===== config.mk =====
export PLATFORM = sky130hd
export DESIGN_NAME = adcc_ctrl
export DESIGN_NICKNAME = d
export VERILOG_FILES = /design/src/pkg/adcc_pkg.sv /design/src/verilog/adcc_ctrl.sv
export SDC_FILE = /design/constraint.sdc
export NUM_CORES = 1
export LEC_CHECK = 0
export ABC_CLOCK_PERIOD_IN_PS = 2050
export BUFFER_PORTS_ARGS = -buffer_cell sky130_fd_sc_hd__buf_2
export CAP_MARGIN = 10
export CORE_ASPECT_RATIO = 1.1
export CORE_UTILIZATION = 46
export CTS_BUF_LIST = sky130_fd_sc_hd__clkbuf_16
export DETAILED_ROUTE_END_ITERATION = 6
export GPL_TIMING_DRIVEN = 0
export PLACE_DENSITY = 0.69
export REMOVE_ABC_BUFFERS = 1
export SLEW_MARGIN = 40
export SYNTH_ARGS = -nofsm -noshare
export SYNTH_HDL_FRONTEND = slang
export SYNTH_SLANG_ARGS = --single-unit

===== constraint.sdc =====
create_clock -name i_mclk -period 2.05 [get_ports i_mclk]
set_clock_uncertainty 0.2 [all_clocks]
set_input_delay 0.205 -clock i_mclk [delete_from_list [all_inputs] [get_ports i_mclk]]
set_output_delay 0.205 -clock i_mclk [all_outputs]
set_load 0.005 [all_outputs]

===== src/pkg/adcc_pkg.sv =====
// Behaviour
// - compare off, every finished conversion sets the done flag (bit 7).
// - compare on, done flag sets only when compare result is true.
// - writing status/control or reading result low byte clears the done flag.
// - software cannot write the done flag directly; it is read-only.
// - done flag set with irq enable (bit 6) high raises the interrupt if interrupt mask bit 0 is set.
// - continuous off: one conversion after write or hardware trigger.
// - continuous on (bit 5): back-to-back conversions after write or trigger.
// - channel select is five bits, bits 4:0 of status/control.
// - codes 0-7 pick inputs 0-7, codes 16-23 pick inputs 16-23.
// - all-ones channel code powers converter off and isolates the input.
// - all-ones write stops continuous mode with no extra single conversion.
// - without continuous mode, low power is entered after each conversion.
package adcc_pkg;
  // ---------------------------------------------------------------
  // register map
  // ---------------------------------------------------------------
  localparam logic [3:0] ADDR_SC1 = 4'h0;
  localparam logic [3:0] ADDR_CFG = 4'h1;
  localparam logic [3:0] ADDR_RESL = 4'h2;
  localparam logic [3:0] ADDR_RESH = 4'h3;
  localparam logic [3:0] ADDR_CMP = 4'h4;
  localparam logic [3:0] ADDR_IST = 4'h5;
  localparam logic [3:0] ADDR_IMSK = 4'h6;
  localparam logic [3:0] ADDR_STAT = 4'h7;
  // field positions
  localparam int BIT_DONE = 7;
  localparam int BIT_IEN = 6;
  localparam int BIT_CONT = 5;
  localparam int BIT_HWTRG = 0;
  localparam int BIT_CMPEN = 1;
  localparam int BIT_CMPGT = 2;
  localparam logic [4:0] CH_OFF = 5'h1f;
  localparam logic [4:0] CH_RST = 5'h1f;
  localparam logic [7:0] ZERO8 = 8'h00;
  // conversion time
  localparam int CONV_NS = 1000;
  localparam int CLK_NS = 50;
  localparam int CONV_CYC_I = (CONV_NS + CLK_NS - 1) / CLK_NS;
  localparam logic [7:0] CONV_CYC = 8'(CONV_CYC_I);
  localparam int RES_W = 10;
  // interrupt status bits
  localparam int IRQ_DONE = 0;
  localparam int IRQ_MISS = 1;

  typedef enum logic [1:0] {
    ADCC_OFF = 2'b00,
    ADCC_IDLE = 2'b01,
    ADCC_CONV = 2'b10
  } adcc_state_t;

  typedef struct packed {
    logic [3:0] addr;
    logic [7:0] wdata;
    logic wr;
    logic rd;
  } adcc_bus_t;

  // decode a legal channel code
  function automatic logic adcc_ch_valid(input logic [4:0] ch);
    adcc_ch_valid = (ch[4:3] == 2'b00) || (ch[4:3] == 2'b10);
  endfunction
endpackage


===== src/verilog/adcc_ctrl.sv =====
// The register addresses and the address-and-strobe port were left to the implementer.
`timescale 1ns/1ps
module adcc_ctrl
  import adcc_pkg::*;
(
  input wire logic i_mclk,
  input wire logic i_reset_n,
  input wire adcc_bus_t i_bus,
  output logic [7:0] o_rdata,
  input wire logic i_hw_trigger,
  input wire logic [RES_W-1:0] i_sar_result,
  output logic o_sar_start,
  output logic o_power_on,
  output logic o_input_connect,
  output logic [4:0] o_channel,
  output logic o_irq
);
  // ---------------------------------------------------------------
  // state
  // ---------------------------------------------------------------
  logic conversion_done_flag;
  logic done_irq_enable;
  logic continuous_enable;
  logic [4:0] channel_select;
  logic hw_trig_mode;
  logic cmp_enable;
  logic cmp_greater;
  logic [7:0] cmp_value;
  logic [RES_W-1:0] result;
  logic [1:0] irq_status;
  logic [1:0] irq_mask;
  logic [7:0] conv_cnt;
  logic hwt_meta;
  logic hwt_sync;
  logic hwt_prev;
  logic pending;
  adcc_state_t state;
  logic sc1_wr;
  logic resl_rd;
  logic hwt_edge;
  logic conv_end;
  logic cmp_true;
  logic set_done;
  logic start_now;
  logic [7:0] next_rdata;

  assign sc1_wr = i_bus.wr && (i_bus.addr == ADDR_SC1);
  assign resl_rd = i_bus.rd && (i_bus.addr == ADDR_RESL);
  assign hwt_edge = hwt_sync && !hwt_prev;
  assign conv_end = (state == ADCC_CONV) && (conv_cnt == ZERO8);
  // compare against the upper 8 result bits
  assign cmp_true = cmp_greater ? (i_sar_result[RES_W-1:2] >= cmp_value)
                                : (i_sar_result[RES_W-1:2] < cmp_value);
  assign set_done = conv_end && (!cmp_enable || cmp_true);
  assign start_now = hw_trig_mode ? hwt_edge : pending;

  // ---------------------------------------------------------------
  // trigger input synchroniser
  // ---------------------------------------------------------------
  always_ff @(posedge i_mclk) begin
    if (!i_reset_n) begin
      hwt_meta <= 1'b0;
      hwt_sync <= 1'b0;
      hwt_prev <= 1'b0;
    end else begin
      hwt_meta <= i_hw_trigger;
      hwt_sync <= hwt_meta;
      hwt_prev <= hwt_sync;
    end
  end

  // ---------------------------------------------------------------
  // control registers
  // ---------------------------------------------------------------
  always_ff @(posedge i_mclk) begin
    if (!i_reset_n) begin
      done_irq_enable <= 1'b0;
      continuous_enable <= 1'b0;
      channel_select <= CH_RST;
      hw_trig_mode <= 1'b0;
      cmp_enable <= 1'b0;
      cmp_greater <= 1'b0;
      cmp_value <= ZERO8;
      irq_mask <= 2'b00;
    end else if (i_bus.wr) begin
      case (i_bus.addr)
        ADDR_SC1: begin
          // done flag bit ignored here
          done_irq_enable <= i_bus.wdata[BIT_IEN];
          continuous_enable <= i_bus.wdata[BIT_CONT];
          channel_select <= i_bus.wdata[4:0];
        end
        ADDR_CFG: begin
          hw_trig_mode <= i_bus.wdata[BIT_HWTRG];
          cmp_enable <= i_bus.wdata[BIT_CMPEN];
          cmp_greater <= i_bus.wdata[BIT_CMPGT];
        end
        ADDR_CMP: cmp_value <= i_bus.wdata;
        ADDR_IMSK: irq_mask <= i_bus.wdata[1:0];
        default: begin
        end
      endcase
    end
  end

  // ---------------------------------------------------------------
  // software start request
  // ---------------------------------------------------------------
  always_ff @(posedge i_mclk) begin
    if (!i_reset_n) begin
      pending <= 1'b0;
    end else if (sc1_wr) begin
      pending <= (i_bus.wdata[4:0] != CH_OFF);
    end else if (start_now || hw_trig_mode) begin
      pending <= 1'b0;
    end
  end

  // ---------------------------------------------------------------
  // conversion sequencer
  // ---------------------------------------------------------------
  always_ff @(posedge i_mclk) begin
    if (!i_reset_n) begin
      state <= ADCC_OFF;
      conv_cnt <= ZERO8;
    end else if (sc1_wr && (i_bus.wdata[4:0] == CH_OFF)) begin
      state <= ADCC_OFF;
      conv_cnt <= ZERO8;
    end else begin
      case (state)
        ADCC_OFF, ADCC_IDLE: begin
          if (start_now && adcc_ch_valid(channel_select)) begin
            state <= ADCC_CONV;
            conv_cnt <= CONV_CYC - 8'h01;
          end else if (channel_select != CH_OFF) begin
            state <= ADCC_IDLE;
          end
        end
        ADCC_CONV: begin
          if (conv_cnt != ZERO8) begin
            conv_cnt <= conv_cnt - 8'h01;
          end else if (continuous_enable) begin
            conv_cnt <= CONV_CYC - 8'h01;
          end else begin
            state <= ADCC_OFF;
          end
        end
        default: state <= ADCC_OFF;
      endcase
    end
  end

  // ---------------------------------------------------------------
  // result and done flag
  // ---------------------------------------------------------------
  always_ff @(posedge i_mclk) begin
    if (!i_reset_n) begin
      result <= '0;
    end else if (conv_end) begin
      result <= i_sar_result;
    end
  end

  always_ff @(posedge i_mclk) begin
    if (!i_reset_n) begin
      conversion_done_flag <= 1'b0;
    end else if (set_done) begin
      conversion_done_flag <= 1'b1; // set wins
    end else if (sc1_wr || resl_rd) begin
      conversion_done_flag <= 1'b0;
    end
  end

  // ---------------------------------------------------------------
  // interrupt status, write one to clear
  // ---------------------------------------------------------------
  always_ff @(posedge i_mclk) begin
    if (!i_reset_n) begin
      irq_status <= 2'b00;
    end else begin
      for (int i = 0; i < 2; i++) begin
        if (i == IRQ_DONE && set_done && done_irq_enable) begin
          irq_status[i] <= 1'b1;
        end else if (i == IRQ_MISS && set_done && conversion_done_flag) begin
          irq_status[i] <= 1'b1; // result overwritten unread
        end else if (i_bus.wr && i_bus.addr == ADDR_IST && i_bus.wdata[i]) begin
          irq_status[i] <= 1'b0;
        end
      end
    end
  end

  always_ff @(posedge i_mclk) begin
    if (!i_reset_n) begin
      o_irq <= 1'b0;
    end else begin
      o_irq <= |(irq_status & irq_mask);
    end
  end

  // ---------------------------------------------------------------
  // read data
  // ---------------------------------------------------------------
  always_comb begin
    next_rdata = ZERO8;
    case (i_bus.addr)
      ADDR_SC1: next_rdata = {conversion_done_flag, done_irq_enable,
                              continuous_enable, channel_select};
      ADDR_CFG: next_rdata = {5'h00, cmp_greater, cmp_enable, hw_trig_mode};
      ADDR_RESL: next_rdata = result[7:0];
      ADDR_RESH: next_rdata = {6'h00, result[RES_W-1:8]};
      ADDR_CMP: next_rdata = cmp_value;
      ADDR_IST: next_rdata = {6'h00, irq_status};
      ADDR_IMSK: next_rdata = {6'h00, irq_mask};
      ADDR_STAT: next_rdata = {6'h00, state};
      default: next_rdata = ZERO8;
    endcase
  end

  always_ff @(posedge i_mclk) begin
    if (!i_reset_n) begin
      o_rdata <= ZERO8;
    end else begin
      o_rdata <= i_bus.rd ? next_rdata : ZERO8;
    end
  end

  // ---------------------------------------------------------------
  // analog side controls
  // ---------------------------------------------------------------
  always_ff @(posedge i_mclk) begin
    if (!i_reset_n) begin
      o_sar_start <= 1'b0;
      o_power_on <= 1'b0;
      o_input_connect <= 1'b0;
      o_channel <= CH_RST;
    end else begin
      o_sar_start <= (state != ADCC_CONV) && start_now && adcc_ch_valid(channel_select);
      o_power_on <= (state == ADCC_CONV);
      o_input_connect <= (state == ADCC_CONV) && adcc_ch_valid(channel_select);
      o_channel <= channel_select;
    end
  end
endmodule


# Word level (Yosys, flattened, before mapping)
# Cells that the tools add are included.
# word_totals
reg_bits	64
# op_classes
add_sub_neg	1
bitwise	2
order_cmp	2
n_eq_ne	19
n_reduce_logical	41
muxes	20
# ops
cell	count
8-bit case mux with 8 select lines	1
8-bit 2-to-1 mux	3
4-bit by 3-bit equality test with 1-bit output, second input constant	4
8-bit case mux with 2 select lines	1
1-bit logical AND	15
1-bit 2-to-1 mux	10
5-bit != test, second input constant	2
2-bit AND reduction	5
2-bit nonzero test	5
4-bit by 2-bit equality test with 1-bit output, second input constant	2
8-bit greater-or-equal comparator	1
8-bit zero test	1
8-bit less-than comparator	1
2-bit 2-to-1 mux	4
2-bit != test, second input constant	4
8-bit nonzero test	1
8-bit by 1-bit subtractor with 8-bit output, second input constant	1
3-bit != test, second input constant	2
3-bit AND reduction	2
2-bit OR reduction	3
5-bit equality test, second input constant	1
2-bit equality test, second input constant	2
4-bit by 1-bit equality test with 1-bit output, second input constant	1
2-bit zero test	2
other kinds (7)	11

# Logic depth before layout (Yosys ltp)
# logic_depth
ltp_word	6
mapped_depth	8
mapped_depth_nobuf	7

# Worst setup path after synthesis
# Ideal clock, no wire load.
# synth_path
path_type	register to register
from	register conv_cnt[0]
to	register irq_status[0]
path_buffers	0
required_time_ns	1.789
arrival_time_ns	1.685
slack_ns	0.104
setup_ns	0.061
period_less_slack_ns	1.946
stages_incl_launch_ff	8
cell_sequence	dfxtp_1 inv_1 ha_1 nor3b_2 nand3_2 a311o_1 o41ai_2 a32o_1
# synth_between
elab_chain_len	5
elab_cells_between_ends	6
# synth_lines
element	line	source
start, declared	adcc_ctrl.sv:32	logic [7:0] conv_cnt;
start signal, assigned	adcc_ctrl.sv:134	conv_cnt <= CONV_CYC - 8'h01;
start signal, assigned	adcc_ctrl.sv:141	conv_cnt <= conv_cnt - 8'h01;
start signal, assigned	adcc_ctrl.sv:143	conv_cnt <= CONV_CYC - 8'h01;
8-bit zero test *	adcc_ctrl.sv:50	assign conv_end = (state == ADCC_CONV) && (conv_cnt == ZERO8);
1-bit logical AND *	adcc_ctrl.sv:50	
1-bit logical AND *	adcc_ctrl.sv:54	assign set_done = conv_end && (!cmp_enable || cmp_true);
1-bit logical AND *	adcc_ctrl.sv:182	if (i == IRQ_DONE && set_done && done_irq_enable) begin
1-bit 2-to-1 mux / 2-bit nonzero test (equally long branches)	--	
end signal, assigned by index	adcc_ctrl.sv:183	irq_status[i] <= 1'b1;
end signal, assigned by index	adcc_ctrl.sv:185	irq_status[i] <= 1'b1;
end signal, assigned by index	adcc_ctrl.sv:187	irq_status[i] <= 1'b0;
end, declared	adcc_ctrl.sv:30	logic [1:0] irq_status;
# Every way passes the cells marked *; elsewhere a longest branch is shown, timed or not.
# A chain may end at the register's enable or synchronous reset.

# Final worst setup path
# layout_path
from	register cmp_value[5]
to	register irq_status[1]
# layout_between
elab_chain_len	6
elab_cells_between_ends	8
# layout_lines
element	line	source
start, declared	adcc_ctrl.sv:28	logic [7:0] cmp_value;
start signal, assigned	adcc_ctrl.sv:98	ADDR_CMP: cmp_value <= i_bus.wdata;
8-bit less-than comparator / 8-bit greater-or-equal comparator (equally long branches)	adcc_ctrl.sv:53, adcc_ctrl.sv:52	
1-bit 2-to-1 mux *	adcc_ctrl.sv:52	assign cmp_true = cmp_greater ? (i_sar_result[RES_W-1:2] >= cmp_value)
1-bit logical OR *	adcc_ctrl.sv:54	
1-bit logical AND *	adcc_ctrl.sv:54	
1-bit logical AND *	adcc_ctrl.sv:184	end else if (i == IRQ_MISS && set_done && conversion_done_flag) begin
1-bit 2-to-1 mux / 2-bit nonzero test (equally long branches)	--	
# Marked as above.

==> metrics.yaml <==
maxCapViolations: 0
vdd_drop_max_mv: 0.4937
n_antenna_cell: 0
vias: 2625
yosysUniqueCellTypes: 44
endpoint_kind: "flip-flop"
die_y_um: 85.43
cp_num_buf_inv: 2
final_area_um2: 3884
finalHoldViolCount: 0
max_freq_mhz: 478.6
cp.arrival_ps: 2150
crit_cells: 8
critPathTopFamily: "compound AO/OA/AOI/OAI gates"
netlist_area_um2: 2910
fin_nets: 426
routabilityCongestion: 0.8834
failed_checks: "negative setup slack"
synth_edf_count: 0
finalPower_mw: 2.922
yosys.area.top_type: "dfxtp_1"
worstHoldPathType: "primary input to flip-flop"
cts.sink_count: 64
status: "finished, violations left"
core_region_area_um2: 6156
slew-limit-headroom_pct: 59.96
drtPass1Iterations: 5
cts_root_buf: "clkbuf_16"
hold_path_depth: 3
path_clk_slew_ps: 50
clkLatencyLatePin_ps: 330
hold_ws_ps: 36.68
path_class: "flip-flop to flip-flop"
num_io_pins: 44
numCtsBuffers: 9
htree_num_levels: 3
dieWidth_um: 77.84
drive_gt1_share_pct: 26.14
clockBufferDepth: 2
drt_iter0_drc: 121
finalCritPeriodShare_pct: 101.9
post-place-ws_ps: -588.7
synth_top_area_share_pct: 44.02
synthTopCellsByArea: "dfxtp_1 44%, mux2i_1 10%, nor2_1 6.4%"
antenna_found_initial: 0
powerDensity_nw_per_um2: 752.5
yosysWarnings: 0
wl_per_cell_um: 15.63
synthArstFlopShare_pct: 0
finalWirelength_mm: 7.409
post-route-util_pct: 63.09
ys_seq_area_share_pct: 44.02
synthCells: 318
grt_max_degree: 31
synth_ff_type: "dfxtp_1"
viasPerCell: 5.538
finalCriticalPeriod_ps: 2089
initial_utilization_pct: 47.28
port_buffers: 43
worst-slew-pin-transition_ps: 600.6
syn_area_per_cell_um2: 9.152
grt_pass1_vias: 2515
drc: 0
ant_nets: 0
required_ps: 2110
r2r_slack_ps: -40
cts_tree: "built"
fill_cells: 522
finalSetupViolations: 2
placed_area_um2: 3184
area_growth_pct: 33.45
rsz0062_at_grt: "yes"
grt-ovfl-total: 0
path_cells: "inv_2 > ha_4 > buf_6 > a21oi_2 > o21ai_1 > mux2_4 > o41ai_4 > a32o_1"
leakagePower_nw: 1.718
cp-start-kind: "flip-flop"
crit_fanout: 3
grtUsageTotal_pct: 24.13
ys_ff_latch: 64
slowest_stage: "o41ai_4"
row_count: 30
die_area_um2: 6649
maxSlewViolCount: 0
grt_pass1_wl_mm: 12.10
critical_path.max_stage_delay_ps: 420
setup_ws_ps: -39.24
hpwl_mm: 4.662
rr_worst_depth: 8
-- worst paths after layout --
path,endpoint,start
worst max-delay path,irq_status[1],cmp_value[5]
worst min-delay path,conversion_done_flag,i_bus[0]
worst max register to register,irq_status[1],cmp_value[5]
worst min register to register,hwt_sync,hwt_meta
-- where the power goes --
group	internal, mW	total, mW	switching (mW)
Sequential	1.26	1.26	0.00864
Clock	0.918	1.44	0.523
Combinational	0.102	0.217	0.114
-- cell families (layout without fill, tap and decap cells) --
kind of cell             after synthesis  count (layout)  share of synthesized area, %
AND/OR/NAND/NOR                      122             122                         21.11
multiplexers                          37              37                         13.03
AO/OA/AOI/OAI                         61              61                         14.40
flip-flops                            64              64                         44.02
adder cells (fa/ha/maj)               10              10                         4.299
buffers and inverters                 24             100                         3.138
-- placed cells by master, fill, tap and decap left out, types with 5 or more instances in the layout --
cell type / instances
nor2b_1: 8
buf_2: 43
ha_1: 6
buf_4: 10
dlygate4sd3_1: 18
dfxtp_1: 58
nor2_1: 50
dfxtp_2: 6
inv_1: 10
mux2_2: 6
nand2_1: 21
a21oi_1: 14
nor3b_1: 5
a22oi_1: 7
o21ai_0: 9
nand2b_1: 7
clkbuf_16: 9
mux2i_1: 30
-- Yosys cell counts (2+ instances only) --
master and n:
a21oi_1 17, a211oi_1 5, nand4_1 2, ha_1 10, o211ai_1 2, a311o_1 2, and3_1 2, nor3b_1 5
a32o_1 2, or4_1 2, a31oi_1 4, nand2b_1 7, clkbuf_1 10, a22o_1 2, nand3b_1 4, inv_1 12
mux2i_1 30, o21ai_0 10, and2_1 4, nor2_1 50, mux2_2 7, o21bai_1 2, a22oi_1 7, nand2_1 21
nor2b_1 9, nor3_1 6, nand3_1 4, dfxtp_1 64
-- stage by stage --
| step | setup TNS (ps) | std cells |
|---|---|---|
| after floorplan | -347.5 | 306 |
| after global placement | -5538 | 429 |
| after detailed placement | -5885 | 429 |
| after CTS | -35.98 | 470 |
| after global routing | -339.5 | 474 |
| final | -64.00 | 474 |
-- worst reg2reg max path, stage by stage (launching register included) --
cell and delay (ps):
dfxtp_2 340, inv_2 40, ha_4 210, buf_6 110, a21oi_2 130, o21ai_1 90
mux2_4 290, o41ai_4 420, a32o_1 190
-- layer usage --
layer / vias up / track usage (%) / wire length, um
li1: 1277 / - / -
met1: 1249 / 27.70 / 3141
met2: 81 / 40.31 / 3712
met3: 18 / 6.667 / 373
met4: 0 / 13.72 / 182
met5: - / 0 / 0
-- repair_timing --
action,in CTS,in global routing
gates resized for setup,18,14
pin swaps,7,7
endpoints found under the hold margin,24,0
endpoints found under the setup margin,13,10
buffers inserted,7,4
hold buffers,18,0
-- registers in the layout, indices dropped and copies added, names as in the netlist, 2 cells and up --
signal and cells:
cmp_value 8, irq_status 2, channel_select 5, conv_cnt 8, result 10, o_rdata 8
state 2, irq_mask 2, o_channel 5
-- final cells by class --
cell class / count / area (um^2) / share of cell area, %
clock buffer: 9 / 225.2 / 5.799
clock inverter: 7 / 55.05 / 1.418
inverter: 12 / 45.04 / 1.160
multi-input combinational: 230 / 1688 / 43.46
sequential: 64 / 1289 / 33.18
tap: 80 / 100.1 / 2.577
timing repair buffer: 72 / 481.7 / 12.40
No activity file was read; power rests on OpenSTA's default activity.
